[src/include/flash_access_pkg.sv]
// Constants, field layouts and carrier types for the program space access block.
// Assumes a single 250 MHz clock and an internal fast oscillator near 7.37 MHz.
`default_nettype none
package flash_access_pkg;
    // =====================================================================
    // Widths
    localparam int PROG_AW    = 24;
    localparam int DATA_W     = 16;
    localparam int PAGE_W     = 8;
    localparam int WORD_W     = 24;
    localparam int ROW_WORDS  = 64;
    localparam int ROW_IDX_W  = 6;
    localparam int OSC_CNT_W  = 16;
    typedef logic [PROG_AW-1:0]   prog_addr_t;
    typedef logic [OSC_CNT_W-1:0] osc_cnt_t;

    // =====================================================================
    // Address formation
    localparam int         WIN_SEL_BIT   = 15;
    localparam int         CFG_SEL_BIT   = 7;
    localparam prog_addr_t ROW_MASK      = 24'hFFFF80;   // 64 words x 2 address units
    localparam prog_addr_t PAGE_MASK     = 24'hFFFC00;   // 8 rows

    // =====================================================================
    // Flash control register layout and unlock keys
    localparam int          CTL_WR_BIT   = 15;
    localparam int          CTL_WREN_BIT = 14;
    localparam logic [15:0] CTL_RESET    = 16'h0000;
    localparam logic [15:0] CTL_WMASK    = 16'h4003;
    localparam logic [1:0]  MODE_NONE    = 2'h0;
    localparam logic [1:0]  MODE_WORD    = 2'h1;
    localparam logic [1:0]  MODE_ROW     = 2'h2;
    localparam logic [1:0]  MODE_ERASE   = 2'h3;
    localparam logic [7:0]  KEY_FIRST    = 8'h55;
    localparam logic [7:0]  KEY_SECOND   = 8'hAA;

    // =====================================================================
    // Timing
    localparam int CLK_PERIOD_PS   = 4000;
    localparam int CLK_KHZ         = 1000000000 / CLK_PERIOD_PS;
    localparam int OSC_KHZ         = 7370;
    localparam int ACC_W           = 18;
    localparam int ROW_OSC_CYCLES  = 11064;
    localparam int WORD_OSC_CYCLES = 1000;
    localparam int ERASE_OSC_CYCLES = 20000;

    // =====================================================================
    // Carriers
    typedef enum logic [2:0] {OP_RD_LO, OP_RD_HI, OP_WR_LO, OP_WR_HI, OP_DS_RD} req_op_t;
    typedef struct packed {
        logic              valid;
        req_op_t           op;
        logic              byte_op;
        logic [DATA_W-1:0] effective_address;
        logic [DATA_W-1:0] wdata;
    } cpu_req_t;
    typedef struct packed {
        logic              wr;
        logic              erase;
        logic              cfg;
        prog_addr_t        addr;
        logic [WORD_W-1:0] data;
    } flash_cmd_t;
endpackage : flash_access_pkg
`default_nettype wire

[src/verilog/program_space_access.sv]
// Program space access: table reads/writes, visibility window, row programming.
// Assumes the CPU waits on o_stall and o_req_ready, and the flash array
// answers o_fl_rd_addr combinationally on i_fl_rdata in the same cycle.
// Overview of operation
// 24-bit program space beside 16-bit data space
// Table ops reach every program word byte
// Window reads only, low word returned
// Table address is page register over offset
// Page register top bit selects configuration
// Window address from visibility page plus offset
// Window forces address bit 23 low
// Window drops offset bit 15, uses page bit
// Rows of 64 words; row or word programming
// Erase covers pages of eight rows
// Pages and rows aligned from memory start
// Software fills buffers from one aligned group
// Software issues 64 low and high writes
// Table write fills buffer in two cycles
// Each row programmed by its own start
// Processor stalls during program or erase
// Row write lasts 11064 oscillator cycles
// Start bit self-clears on completion
// Software writes unlock keys before start
// Busy held until oscillator count completes
`default_nettype none
module program_space_access
    import flash_access_pkg::*;
#(
    parameter osc_cnt_t ROW_LEN   = osc_cnt_t'(ROW_OSC_CYCLES),
    parameter osc_cnt_t WORD_LEN  = osc_cnt_t'(WORD_OSC_CYCLES),
    parameter osc_cnt_t ERASE_LEN = osc_cnt_t'(ERASE_OSC_CYCLES)
) (
    input  wire logic        i_clk,
    input  wire logic        i_rst_n,
    input  wire cpu_req_t    i_req,
    input  wire logic        i_table_page_we,
    input  wire logic [7:0]  i_table_page_wdata,
    input  wire logic        i_vispag_we,
    input  wire logic [7:0]  i_vispag_wdata,
    input  wire logic        i_ctl_we,
    input  wire logic [15:0] i_ctl_wdata,
    input  wire logic        i_key_we,
    input  wire logic [7:0]  i_key_wdata,
    input  wire logic [23:0] i_fl_rdata,
    output logic             o_req_ready,
    output logic             o_tbl_wr_ack,
    output logic [15:0]      o_rdata,
    output logic             o_rvalid,
    output logic             o_fl_rd,
    output prog_addr_t       o_fl_rd_addr,
    output logic             o_fl_cfg_sel,
    output flash_cmd_t       o_fl_cmd,
    output logic             o_stall,
    output logic [15:0]      o_flash_ctl,
    output logic [7:0]       o_table_page,
    output logic [7:0]       o_vis_page
);
    typedef enum logic {ST_IDLE, ST_RUN} state_t;

    state_t            state_r, state_nxt;
    logic [7:0]        table_page_r, table_page_nxt, vis_page_r, vis_page_nxt;
    logic [15:0]       ctl_r, ctl_nxt;
    logic              key_stage_r, key_stage_nxt, armed_r, armed_nxt;
    osc_cnt_t          cnt_r, cnt_nxt, op_len;
    prog_addr_t        target_r, target_nxt;
    logic              tw_pend_r, tw_pend_nxt, tw_hi_r, tw_hi_nxt, tw_byte_r, tw_byte_nxt;
    logic [15:0]       tw_adr_r, tw_adr_nxt, tw_data_r, tw_data_nxt;
    logic              rd_r, rd_nxt, rv_r, rv_nxt, rd_byte_r, rd_byte_nxt, cfg_r, cfg_nxt;
    logic              rd_ea0_r, rd_ea0_nxt, rd_win_r, rd_win_nxt;
    req_op_t           rd_kind_r, rd_kind_nxt;
    prog_addr_t        rd_addr_r, rd_addr_nxt;
    logic [15:0]       rdata_r, rdata_nxt, req_addr;
    flash_cmd_t        cmd_r, cmd_nxt;
    logic [WORD_W-1:0] buf_mem [ROW_WORDS];
    logic              buf_we;
    logic [ROW_IDX_W-1:0] buf_idx, run_idx;
    logic [WORD_W-1:0] buf_wdata, buf_wmask;
    logic              osc_tick, accept, is_rd, is_wr;

    // =====================================================================
    // Oscillator-rate enable, running only while an operation is timed
    osc_tick_gen #(
        .INC (OSC_KHZ),
        .MOD (CLK_KHZ),
        .AW  (ACC_W)
    ) u_osc_tick (
        .i_clk   (i_clk),
        .i_rst_n (i_rst_n),
        .i_en    (state_r == ST_RUN),
        .o_tick  (osc_tick)
    );

    // =====================================================================
    // Request decode; a stalled CPU cannot issue anything
    // stall refuses requests
    assign o_req_ready  = (state_r == ST_IDLE) && !tw_pend_r;
    assign accept       = i_req.valid && o_req_ready;
    assign req_addr     = i_req.effective_address;
    assign is_rd        = (i_req.op == OP_RD_LO) || (i_req.op == OP_RD_HI);
    assign is_wr        = (i_req.op == OP_WR_LO) || (i_req.op == OP_WR_HI);
    assign o_tbl_wr_ack = tw_pend_r;
    assign o_stall      = (state_r == ST_RUN);

    // =====================================================================
    // Read path: address formation, then lane selection one cycle later
    // 24-bit words under 16-bit data
    always_comb begin
        rd_nxt      = 1'b0;
        rv_nxt      = rd_r;
        rd_kind_nxt = rd_kind_r;
        rd_byte_nxt = rd_byte_r;
        rd_ea0_nxt  = rd_ea0_r;
        rd_win_nxt  = rd_win_r;
        rd_addr_nxt = rd_addr_r;
        cfg_nxt     = cfg_r;
        rdata_nxt   = rdata_r;
        if (accept && (is_rd || i_req.op == OP_DS_RD)) begin
            rd_nxt      = 1'b1;
            rd_kind_nxt = i_req.op;
            rd_byte_nxt = i_req.byte_op;
            rd_ea0_nxt  = req_addr[0];
            rd_win_nxt  = req_addr[WIN_SEL_BIT];
            if (is_rd) begin
                // page register above offset
                rd_addr_nxt = {table_page_r, req_addr[15:1], 1'b0};
                // top page bit selects configuration
                cfg_nxt     = table_page_r[CFG_SEL_BIT];
            end else begin
                // visibility page joined to offset
                // bit 23 forced low
                // page bit 0 replaces bit 15
                rd_addr_nxt = {1'b0, vis_page_r, req_addr[14:1], 1'b0};
                cfg_nxt     = 1'b0;
            end
        end
        if (rd_r) begin
            case (rd_kind_r)
                // low word or either low byte
                OP_RD_LO: rdata_nxt = !rd_byte_r ? i_fl_rdata[15:0] :
                                      rd_ea0_r ? {8'h00, i_fl_rdata[15:8]} :
                                                 {8'h00, i_fl_rdata[7:0]};
                // upper byte, odd phantom byte reads zero
                OP_RD_HI: rdata_nxt = (rd_byte_r && rd_ea0_r) ? 16'h0000 :
                                      {8'h00, i_fl_rdata[23:16]};
                // window returns low word only
                OP_DS_RD: rdata_nxt = !rd_win_r ? 16'h0000 :
                                      !rd_byte_r ? i_fl_rdata[15:0] :
                                      rd_ea0_r ? {8'h00, i_fl_rdata[15:8]} :
                                                 {8'h00, i_fl_rdata[7:0]};
                default:  rdata_nxt = 16'h0000;
            endcase
        end
    end

    // Flash is only strobed for table reads and window hits
    assign o_fl_rd      = rd_r && (rd_kind_r != OP_DS_RD || rd_win_r);
    assign o_fl_rd_addr = rd_addr_r;
    assign o_fl_cfg_sel = cfg_r;
    assign o_rdata      = rdata_r;
    assign o_rvalid     = rv_r;

    // =====================================================================
    // Table write: latch in the first cycle, fill the buffer in the second
    always_comb begin
        tw_pend_nxt = 1'b0;
        tw_hi_nxt   = tw_hi_r;
        tw_byte_nxt = tw_byte_r;
        tw_adr_nxt  = tw_adr_r;
        tw_data_nxt = tw_data_r;
        target_nxt  = target_r;
        if (accept && is_wr) begin
            tw_pend_nxt = 1'b1;
            tw_hi_nxt   = (i_req.op == OP_WR_HI);
            tw_byte_nxt = i_req.byte_op;
            tw_adr_nxt  = req_addr;
            tw_data_nxt = i_req.wdata;
            target_nxt  = {table_page_r, req_addr[15:1], 1'b0};
        end
    end

    // Holding buffer lane masks; the flash array itself is untouched here
    always_comb begin
        buf_idx   = tw_adr_r[ROW_IDX_W:1];
        buf_we    = 1'b0;
        buf_wdata = '0;
        buf_wmask = '0;
        // buffer-only write in second cycle
        if (tw_pend_r) begin
            buf_we = 1'b1;
            if (tw_hi_r) begin
                buf_wdata = {tw_data_r[7:0], 16'h0000};
                buf_wmask = (tw_byte_r && tw_adr_r[0]) ? 24'h000000 : 24'hFF0000;
            end else if (tw_byte_r) begin
                buf_wdata = {8'h00, tw_data_r[7:0], tw_data_r[7:0]};
                buf_wmask = tw_adr_r[0] ? 24'h00FF00 : 24'h0000FF;
            end else begin
                buf_wdata = {8'h00, tw_data_r};
                buf_wmask = 24'h00FFFF;
            end
        end
    end

    // Buffer array has no reset; software loads it before every program
    always_ff @(posedge i_clk) begin
        if (buf_we) begin
            buf_mem[buf_idx] <= (buf_mem[buf_idx] & ~buf_wmask) | (buf_wdata & buf_wmask);
        end
    end

    // =====================================================================
    // Page registers, unlock sequence, control register and the timed run
    always_comb begin
        case (ctl_r[1:0])
            MODE_ROW:   op_len = ROW_LEN;
            MODE_ERASE: op_len = ERASE_LEN;
            default:    op_len = WORD_LEN;
        endcase
    end

    always_comb begin
        table_page_nxt = i_table_page_we ? i_table_page_wdata : table_page_r;
        vis_page_nxt   = i_vispag_we ? i_vispag_wdata : vis_page_r;
        key_stage_nxt  = key_stage_r;
        armed_nxt      = armed_r;
        ctl_nxt        = ctl_r;
        state_nxt      = state_r;
        cnt_nxt        = cnt_r;
        // Unlock needs the two keys on consecutive key writes
        if (i_key_we) begin
            key_stage_nxt = (i_key_wdata == KEY_FIRST);
            armed_nxt     = key_stage_r && (i_key_wdata == KEY_SECOND);
        end
        case (state_r)
            ST_IDLE: begin
                if (i_ctl_we) begin
                    ctl_nxt   = i_ctl_wdata & CTL_WMASK;
                    armed_nxt = 1'b0;
                    // one start per row
                    if (i_ctl_wdata[CTL_WR_BIT] && i_ctl_wdata[CTL_WREN_BIT] &&
                        armed_r && i_ctl_wdata[1:0] != MODE_NONE) begin
                        ctl_nxt[CTL_WR_BIT] = 1'b1;
                        state_nxt           = ST_RUN;
                        cnt_nxt             = '0;
                    end
                end
            end
            ST_RUN: begin
                if (osc_tick) begin
                    // length counted in oscillator cycles
                    // busy until count reaches length
                    if (cnt_r == op_len - osc_cnt_t'(1)) begin
                        state_nxt = ST_IDLE;
                        cnt_nxt   = '0;
                        // start bit self-clears
                        ctl_nxt[CTL_WR_BIT] = 1'b0;
                    end else begin
                        cnt_nxt = cnt_r + osc_cnt_t'(1);
                    end
                end
            end
            default: state_nxt = ST_IDLE;
        endcase
    end

    // =====================================================================
    // Array commands, at most one per oscillator period during the run
    assign run_idx = cnt_r[ROW_IDX_W-1:0];
    always_comb begin
        cmd_nxt = '0;
        if (state_r == ST_RUN && osc_tick) begin
            cmd_nxt.cfg = target_r[PROG_AW-1];
            case (ctl_r[1:0])
                // whole row, 64 words
                // row base aligned
                MODE_ROW: if (cnt_r < osc_cnt_t'(ROW_WORDS)) begin
                    cmd_nxt.wr   = 1'b1;
                    cmd_nxt.addr = (target_r & ROW_MASK) | prog_addr_t'({run_idx, 1'b0});
                    cmd_nxt.data = buf_mem[run_idx];
                end
                // single word at last written address
                MODE_WORD: if (cnt_r == '0) begin
                    cmd_nxt.wr   = 1'b1;
                    cmd_nxt.addr = target_r;
                    cmd_nxt.data = buf_mem[target_r[ROW_IDX_W:1]];
                end
                // eight-row page erase
                // page base aligned
                MODE_ERASE: if (cnt_r == '0) begin
                    cmd_nxt.erase = 1'b1;
                    cmd_nxt.addr  = target_r & PAGE_MASK;
                end
                default: cmd_nxt = '0;
            endcase
        end
    end

    // =====================================================================
    // State registers
    always_ff @(posedge i_clk or negedge i_rst_n) begin
        if (!i_rst_n) begin
            state_r <= ST_IDLE;        table_page_r <= '0;        vis_page_r <= '0;
            ctl_r <= CTL_RESET;        key_stage_r <= 1'b0;       armed_r <= 1'b0;
            cnt_r <= '0;               target_r <= '0;            tw_pend_r <= 1'b0;
            tw_hi_r <= 1'b0;           tw_byte_r <= 1'b0;         tw_adr_r <= '0;
            tw_data_r <= '0;           rd_r <= 1'b0;              rv_r <= 1'b0;
            rd_kind_r <= OP_RD_LO;     rd_byte_r <= 1'b0;         rd_ea0_r <= 1'b0;
            rd_win_r <= 1'b0;          rd_addr_r <= '0;           cfg_r <= 1'b0;
            rdata_r <= '0;             cmd_r <= '0;
        end else begin
            state_r <= state_nxt;      table_page_r <= table_page_nxt; vis_page_r <= vis_page_nxt;
            ctl_r <= ctl_nxt;          key_stage_r <= key_stage_nxt;   armed_r <= armed_nxt;
            cnt_r <= cnt_nxt;          target_r <= target_nxt;    tw_pend_r <= tw_pend_nxt;
            tw_hi_r <= tw_hi_nxt;      tw_byte_r <= tw_byte_nxt;  tw_adr_r <= tw_adr_nxt;
            tw_data_r <= tw_data_nxt;  rd_r <= rd_nxt;            rv_r <= rv_nxt;
            rd_kind_r <= rd_kind_nxt;  rd_byte_r <= rd_byte_nxt;  rd_ea0_r <= rd_ea0_nxt;
            rd_win_r <= rd_win_nxt;    rd_addr_r <= rd_addr_nxt;  cfg_r <= cfg_nxt;
            rdata_r <= rdata_nxt;      cmd_r <= cmd_nxt;
        end
    end

    assign o_fl_cmd     = cmd_r;
    assign o_flash_ctl  = ctl_r;
    assign o_table_page = table_page_r;
    assign o_vis_page   = vis_page_r;

    // =====================================================================
    // Assertions and covers
    logic [7:0] row_wr_cnt;
    always_ff @(posedge i_clk or negedge i_rst_n) begin
        if (!i_rst_n) row_wr_cnt <= '0;
        else if (state_r == ST_IDLE) row_wr_cnt <= '0;
        else if (cmd_r.wr) row_wr_cnt <= row_wr_cnt + 8'h01;
    end

    AST_TBL_ADDR: assert property (@(posedge i_clk) disable iff (!i_rst_n)
        accept && is_rd |=> o_fl_rd && o_fl_rd_addr[23:16] == $past(table_page_r)
            && o_fl_rd_addr[15:1] == $past(req_addr[15:1]))
        else $error("table address not page over offset");
    AST_CFG_SEL: assert property (@(posedge i_clk) disable iff (!i_rst_n)
        o_fl_rd |-> o_fl_cfg_sel == o_fl_rd_addr[23])
        else $error("configuration select disagrees with page bit");
    AST_WIN_ADDR: assert property (@(posedge i_clk) disable iff (!i_rst_n)
        accept && i_req.op == OP_DS_RD && req_addr[15] |=>
            o_fl_rd && o_fl_rd_addr[22:15] == $past(vis_page_r)
            && o_fl_rd_addr[14:1] == $past(req_addr[14:1]))
        else $error("window address formed wrongly");
    AST_WIN_USER: assert property (@(posedge i_clk) disable iff (!i_rst_n)
        o_fl_rd && rd_kind_r == OP_DS_RD |-> !o_fl_rd_addr[23] && !o_fl_cfg_sel)
        else $error("window reached configuration memory");
    AST_WIN_LOW: assert property (@(posedge i_clk) disable iff (!i_rst_n)
        o_fl_rd && rd_kind_r == OP_DS_RD && !rd_byte_r |=> o_rvalid
            && o_rdata == $past(i_fl_rdata[15:0]))
        else $error("window did not return low word");
    AST_HI_BYTE: assert property (@(posedge i_clk) disable iff (!i_rst_n)
        o_fl_rd && rd_kind_r == OP_RD_HI && !rd_byte_r |=>
            o_rdata == {8'h00, $past(i_fl_rdata[23:16])})
        else $error("upper byte not returned");
    AST_TW_TWO: assert property (@(posedge i_clk) disable iff (!i_rst_n)
        accept && is_wr |=> o_tbl_wr_ack && !o_req_ready ##1 !o_tbl_wr_ack && !cmd_r.wr)
        else $error("table write not two cycles");
    AST_STALL: assert property (@(posedge i_clk) disable iff (!i_rst_n)
        o_stall |-> !o_req_ready && o_flash_ctl[CTL_WR_BIT])
        else $error("stall without running operation");
    AST_WR_CLR: assert property (@(posedge i_clk) disable iff (!i_rst_n)
        $fell(o_stall) |-> !o_flash_ctl[CTL_WR_BIT] && $past(cnt_r) == $past(op_len) - 1)
        else $error("start bit not cleared at end of count");
    AST_ROW_64: assert property (@(posedge i_clk) disable iff (!i_rst_n)
        $fell(o_stall) && $past(ctl_r[1:0]) == MODE_ROW |-> row_wr_cnt == 8'h40)
        else $error("row write did not emit 64 words");
    AST_ALIGN: assert property (@(posedge i_clk) disable iff (!i_rst_n)
        cmd_r.erase |-> cmd_r.addr[9:0] == 10'h000)
        else $error("erase page not aligned");
    AST_BUSY_HOLD: assert property (@(posedge i_clk) disable iff (!i_rst_n)
        $rose(o_stall) |-> o_stall [*8])
        else $error("busy dropped early");

    COV_ROW: cover property (@(posedge i_clk) disable iff (!i_rst_n)
        $fell(o_stall) && $past(ctl_r[1:0]) == MODE_ROW);
    COV_ERASE: cover property (@(posedge i_clk) disable iff (!i_rst_n) cmd_r.erase);
    COV_WIN: cover property (@(posedge i_clk) disable iff (!i_rst_n)
        o_fl_rd && rd_kind_r == OP_DS_RD);
    COV_TW: cover property (@(posedge i_clk) disable iff (!i_rst_n) o_tbl_wr_ack);
endmodule : program_space_access
`default_nettype wire

[src/verilog/osc_tick_gen.sv]
// Fractional divider giving one enable pulse per internal oscillator period.
// Assumes the enable is held for the whole timed operation.
`default_nettype none
module osc_tick_gen #(
    parameter int INC = 1,
    parameter int MOD = 2,
    parameter int AW  = 18
) (
    input  wire logic i_clk,
    input  wire logic i_rst_n,
    input  wire logic i_en,
    output logic      o_tick
);
    logic [AW-1:0] acc_r;
    logic [AW-1:0] acc_nxt;
    logic          tick_r;
    logic          tick_nxt;
    logic [AW:0]   sum;

    // =====================================================================
    // Phase accumulator; restarts at zero so every operation starts aligned
    assign sum = {1'b0, acc_r} + (AW+1)'(INC);
    always_comb begin
        acc_nxt  = '0;
        tick_nxt = 1'b0;
        if (i_en) begin
            if (sum >= (AW+1)'(MOD)) begin
                acc_nxt  = AW'(sum - (AW+1)'(MOD));
                tick_nxt = 1'b1;
            end else begin
                acc_nxt = sum[AW-1:0];
            end
        end
    end

    always_ff @(posedge i_clk or negedge i_rst_n) begin
        if (!i_rst_n) begin
            acc_r  <= '0;
            tick_r <= 1'b0;
        end else begin
            acc_r  <= acc_nxt;
            tick_r <= tick_nxt;
        end
    end

    assign o_tick = tick_r;
endmodule : osc_tick_gen
`default_nettype wire

[config.mk]
export PLATFORM = sky130hd
export DESIGN_NAME = program_space_access
export DESIGN_NICKNAME = d
export VERILOG_FILES = /design/src/include/flash_access_pkg.sv /design/src/verilog/program_space_access.sv /design/src/verilog/osc_tick_gen.sv
export SDC_FILE = /design/constraint.sdc
export NUM_CORES = 2
export LEC_CHECK = 0
export ABC_AREA = 1
export BUFFER_PORTS_ARGS = -buffer_cell sky130_fd_sc_hd__buf_2
export CORE_AREA = 2 2 471 519
export DETAILED_ROUTE_END_ITERATION = 7
export DIE_AREA = 0 0 473 521
export PLACE_DENSITY_LB_ADDON = 0.2
export SYNTH_ARGS = -nofsm -noshare
export SYNTH_HDL_FRONTEND = slang
export SYNTH_SLANG_ARGS = --single-unit
export TNS_END_PERCENT = 5
[constraint.sdc]
create_clock -name i_clk -period 5.43 [get_ports i_clk]
set_input_delay 0.8145 -clock i_clk [delete_from_list [all_inputs] [get_ports i_clk]]
set_output_delay 0.8145 -clock i_clk [all_outputs]
set_load 0.01 [all_outputs]
**Yosys cells after proc, flatten, opt, wreduce, memory -nomap -nowiden**

Memory sizes are Yosys's and may differ from the RTL's.
Index checks and enable logic that the tools add are counted.

- Memory bits (writable): 1536
- Bits in registers: 207
- Word-level logic and storage cells: 138
- Memories kept: 1

- Mux-type cells: 53
- Add/sub/neg operators: 4
- Reductions and logical operators: 25
- Equal/unequal tests: 17
- Order comparisons: 2
- Bitwise operators: 6

Memory list:

| name | depth | bits a word | read ports | clocked after memory_dff | write ports | line | text |
|---|---|---|---|---|---|---|---|
| buf_mem | 64 | 24 | 3 | 0 | 1 | program_space_access.sv:74 | `logic [WORD_W-1:0] buf_mem [ROW_WORDS];` |

Operators with widths:

| operator | number |
|---|---|
| 2-to-1 mux 24 bit | 7 |
| 2-to-1 mux 16 bit | 10 |
| 2-to-1 mux 48 bit | 2 |
| case mux 24 bit (3 select lines) | 1 |
| 2-to-1 mux 51 bit | 1 |
| AND 24 bit | 2 |
| case mux 16 bit (3 select lines) | 1 |
| case mux 24 bit (2 select lines) | 1 |
| 2-to-1 mux 18 bit | 2 |
| case mux 16 bit (2 select lines) | 1 |
| case mux 15 bit (2 select lines) | 1 |
| NOT 24 bit | 1 |
| bitwise OR 24 bit | 1 |
| bitwise OR 24 x 7 -> 24 bit | 1 |
| 2-to-1 mux 1 bit | 21 |
| adder 18 x 13 -> 19 bit, second input constant | 1 |
| >= comparator 19 x 18 -> 1 bit, second input constant | 1 |
| subtractor 18 bit, second input constant | 1 |
| adder 16 x 1 -> 16 bit, second input constant | 1 |
| == test 16 bit | 1 |
| zero test 16 bit | 1 |
| less-than comparator 16 x 7 -> 1 bit, second input constant | 1 |
| 2-to-1 mux 8 bit | 2 |
| subtractor 16 x 1 -> 16 bit, second input constant | 1 |
| other kinds (20) | 44 |

**Logic depth before layout (Yosys ltp)**

- Depth after elaboration: 7
- Mapped depth: 19

**Cells and area by module**

Synthesis repeated with hierarchy kept, for this count alone.

- Cell total of the unflattened synthesis: 11725
- Area, all modules: 91918.2 um2

By module, submodules not included:

| module | sequential area each (um2) | cells an instance | area an instance (um2) | times used |
|---|---|---|---|---|
| program_space_access | 50603.5 | 11463 | 90201.5 | 1 |
| osc_tick_gen | 450.4 | 262 | 1716.6 | 1 |

**Worst setup path before layout**

OpenSTA, ideal clock, no wires.

- Kind: register -> register
- Start point: reg tw_byte_r
- End point: mem buf_mem[0][10], data pin
- Slack: 1.175 ns
- Arrival: 3.553 ns
- Setup time: 0.701 ns
- Cell stages (with the launch flop): 6
- Cells stage by stage: dfrtp_1 clkbuf_1 inv_1 o211ai_1 clkbuf_1 o21ai_0

- Longest elaborated chain between the ends: 6

Ends and longest elaborated chain:

| what | line | text |
|---|---|---|
| start: declaration | program_space_access.sv:66 | `logic tw_pend_r, tw_pend_nxt, tw_hi_r, tw_hi_nxt, tw_byte_r, tw_byte_nxt;` |
| start signal: assignment | program_space_access.sv:313 | `tw_hi_r <= tw_hi_nxt; tw_byte_r <= tw_byte_nxt; tw_adr_r <= tw_adr_nxt;` |
| 2-to-1 mux 16 bit | program_space_access.sv:193 | `end else if (tw_byte_r) begin` |
| 2-to-1 mux 24 bit | program_space_access.sv:190 | `if (tw_hi_r) begin` |
| 2-to-1 mux 24 bit | program_space_access.sv:188 | `if (tw_pend_r) begin` |
| NOT 24 bit | program_space_access.sv:206 | `buf_mem[buf_idx] <= (buf_mem[buf_idx] & ~buf_wmask) \| (buf_wdata & buf_wmask);` |
| AND 24 bit | program_space_access.sv:206 |  |
| bitwise OR 24 bit * | program_space_access.sv:206 |  |
| end: declaration | program_space_access.sv:74 |  |

Mark *: on every way between the ends. The rest lies on a longest branch, timed or not.

**Worst setup path after layout**

- Start point: reg tw_adr_r[1]
- End point: mem buf_mem[50][1], data pin

- Longest elaborated chain between the ends: 3

Ends and longest elaborated chain:

| what | line | text |
|---|---|---|
| start: declaration | program_space_access.sv:67 | `logic [15:0] tw_adr_r, tw_adr_nxt, tw_data_r, tw_data_nxt;` |
| start signal: assignment | program_space_access.sv:313 |  |
| memory (64 x 24 bit) | - |  |
| AND 24 bit | program_space_access.sv:206 |  |
| bitwise OR 24 bit | program_space_access.sv:206 |  |

No other way between the ends.

==> impl_metrics.yaml <==
status:
  status: "complete, but fails checks"
  violations: "design-rule violations"
worst_setup_path:
  cp-start-kind: "register"
  crit_buf_inv: 4
  end_kind: "register"
  max_stage_delay_ns: 0.81
  cp.required_ns: 5.97
  crit_family: "buffers and inverters"
  critPathMostFrequentCell: "nand2_1"
  cp.arrival_ns: 5.11
  worstPathMaxFanout: 67
  path_cells: "inv_2, nand3_4, inv_8, buf_4, nand2_1, o21ai_0, a21oi_1, nand3_1, nand2_1, nand2_1, nor2_1, nand2_1, nand2_1, o21ai_4, buf_4"
  critical_path_class: "register to register"
  slowest_stage: "inv_8"
final_layout:
  finalInstanceArea_sq_mm: 0.0937
  drive_above_1_share_pct: 11.2
  final_cell_mix: "nand2_1 (1670), edfxtp_1 (1536), o21ai_0 (1210)"
  multiInputGateArea_sq_mm: 0.0264
  regArea_sq_mm: 0.0511
  syn_to_final_growth_pct: 14.8
  mostFrequentLayoutCell: "nand2_1"
  nets: 8536
  fill_cells: 23400
placed_design:
  dp_hpwl_um: 216000
  portBuffers: 209
  routabilityCongestion: 0.931
  placed_cell_area_sq_mm: 0.0881
  pre_cts_ws_ns: 1.03
synth:
  synth.distinct_cells: 50
  synth_edf_count: 1536
  async_reset_ff_share_pct: 11.4
  syn_area_per_cell_sq_um: 9.89
  synthMuxAreaShare_pct: 0.161
  synthesis.area_sq_mm: 0.0816
  ys_ff_latch: 1733
  synth-adder-area-share_pct: 0.153
  yosys.area_share.simple_pct: 14.9
  synth-compound-area-share_pct: 16.0
  synth_cells: 8251
  synth_warnings: 0
  ys_seq_area_share_pct: 62.5
  synth_top_family_by_area: "compound AO/OA/AOI/OAI gates"
  ys.flop_type: "edfxtp_1"
  synthXorXnorAreaFrac_pct: 0.161
sta:
  finalCritPeriodShare_pct: 84.0
  hold_viol: 0
  worst_pin_slew_ns: 1.26
  period_needed_ns: 4.56
  skew_ns: 0.0381
  fmax_mhz: 219
  rsz0062_at_grt: "false"
  setup_ws_ns: 0.869
  slew_headroom_pct: 15.8
  tns_ns: 0
  setup_violations: 0
  slew_viol_final: 0
global_routing:
  grtUsageTotal_pct: 27.6
  antenna_found_initial: 24
  grt_max_degree: 171
  grt_pass1_wl_um: 485000
  grt_pass1_vias: 64400
  overflow: 0
clock_tree:
  numCtsBuffers: 183
  postCtsSetupBuffers: 0
  clkLatencyLatePin_ns: 0.89
  cts_buffer_depth: 3
  clk_pin_slew_ns: 0.06
  cts_resized: 0
  ctsHoldBuffers: 0
  clock-sinks: 1733
  htreeDepth: 4
  cts_tree: "done"
  cts_root_buffer: "clkbuf_16"
die:
  die_h_um: 521
  dieArea_sq_mm: 0.246
  num_rows: 189
  start_util_pct: 33.9
  core_sq_mm: 0.241
  dieWidth_um: 473
  ios: 236
routing:
  wl_um: 350000
  first_iter_violations: 10200
  drc_errors: 1
  postRouteAntennaNets: 0
  num_vias: 68600
  viasPerCell: 5.85
  dr.pass1.iters: 8
  wl_per_cell_um: 29.8
pwr:
  leakage_nw: 30.4
  p_per_area_mw_per_mm2: 284
  ir_drop_mv: 0.239
min_path:
  hold_path.class: "primary input to async pin"
job:
  cap_violations: 0
area by class of cell:
class	count	area share (%)
clock inverters	93	0.767
flip-flops and latches	1733	54.5
inverters	647	2.66
multi-input cells	5326	28.1
well taps	3151	4.21
diodes	6	0.0160
repair buffers	528	4.51
clock buffers	237	5.24
cells by family (layout without fill, tap and decap cells):
group           after synthesis  count (layout)
simple gates               2942            2942
compound gates             2333            2333
flops                      1733            1733
other cells                   1              20
buf+inv                    1205            1505
xor+xnor                     15              15
mux                          12              12
fa+ha+maj                    10              10
where the power goes:
part | internal (W) | switching [W] | total, W
logic | 0.0000536 | 0.000101 | 0.000155
registers | 0.0143 | 0.0000105 | 0.0143
clock network | 0.00666 | 0.00545 | 0.0121
total | 0.0210 | 0.00557 | 0.0266
worst reg2reg max path, cell delays in order, from the launching register on:
cell and delay (ns):
dfrtp_1 0.50, inv_2 0.18, nand3_4 0.44, inv_8 0.82, buf_4 0.48, nand2_1 0.08, o21ai_0 0.08, a21oi_1 0.06
nand3_1 0.09, nand2_1 0.09, nand2_1 0.10, nor2_1 0.15, nand2_1 0.14, nand2_1 0.10, o21ai_4 0.09, buf_4 0.72
layer usage:
| layer | vias to the layer above | global-route usage, % | share of wire [%] |
|---|---|---|---|
| met5 | - | 0 | 0.011 |
| met1 | 34000 | 35.8 | 38 |
| met3 | 860 | 5.19 | 10 |
| met2 | 4329 | 43.0 | 45 |
| met4 | 6 | 16.3 | 6.7 |
| li1 | 29400 | - | - |
final timing paths:
kind	startpoint	endpoint	slack (ns)	cells past startpoint
worst min-delay path	i_rst_n	u_osc_tick.acc_r[3]$_DFF_PN0_	0.02	1
worst max-delay path	tw_adr_r[1]$_DFFE_PN0P_	buf_mem[50][1]$_DFFE_PP_	0.87	15
max in group asynchronous	i_rst_n	o_fl_cmd[39]$_DFF_PN0_	4.35	2
worst min register to register	u_osc_tick.o_tick$_DFF_PN0_	o_stall$_DFF_PN0_	0.47	1
worst max register to register	tw_adr_r[1]$_DFFE_PN0P_	buf_mem[50][1]$_DFFE_PP_	0.87	15
min in group i_clk	i_req[12]	tw_data_r[12]$_DFFE_PN0P_	0.14	3
registers in the layout (all words and copies together), names as in the netlist, 3 cells and up:
register,flops
buf_mem,1536
tw_data_r,16
o_rdata,16
o_table_page,8
u_osc_tick.acc_r,17
cnt_r,16
o_fl_rd_addr,22
target_r,18
o_flash_ctl,4
o_fl_cmd,50
o_vis_page,8
tw_adr_r,6
rd_kind_r,3
through the flow:
stage | total power (W) | util (%) | hold slack, ns | std cells
after detailed placement | 0.0148 | 36.6 | 0.461 | 11400
final | 0.0266 | 38.9 | 0.0168 | 11700
after CTS | 0.0267 | 38.9 | 0.0564 | 11700
after global placement | 0.0148 | 36.6 | 0.456 | 11400
after floorplan | 0.0147 | - | 0.352 | 8264
after global routing | 0.0272 | 38.9 | 0.0501 | 11700
synth_stat cells (9+ instances only):
library cell     n  share of area [%]
a21oi_1        490                3.0
a22oi_1        228                2.1
a31oi_1         12              0.092
buf_1           28               0.13
buf_2          228                1.4
buf_4           24               0.22
clkbuf_1       272                1.3
dfrtp_1        197                6.0
edfxtp_1      1536                 56
ha_1            10               0.15
inv_1          619                2.8
inv_2           20              0.092
mux2_2           9               0.12
nand2_1       1671                7.7
nand2_2         13               0.10
nand3_1        338                2.1
nand3_2          9               0.11
nand3b_1        11               0.10
nand4_1        136                1.0
nor2_1         690                3.2
nor3_1          44               0.27
o2111ai_1       16               0.17
o211ai_1       188                1.7
o21ai_0       1213                7.4
o21ai_1         38               0.23
o22ai_1         98               0.75
o2bb2ai_1       24               0.26
xor2_1          12               0.13
(Power assumes the default switching activity.)
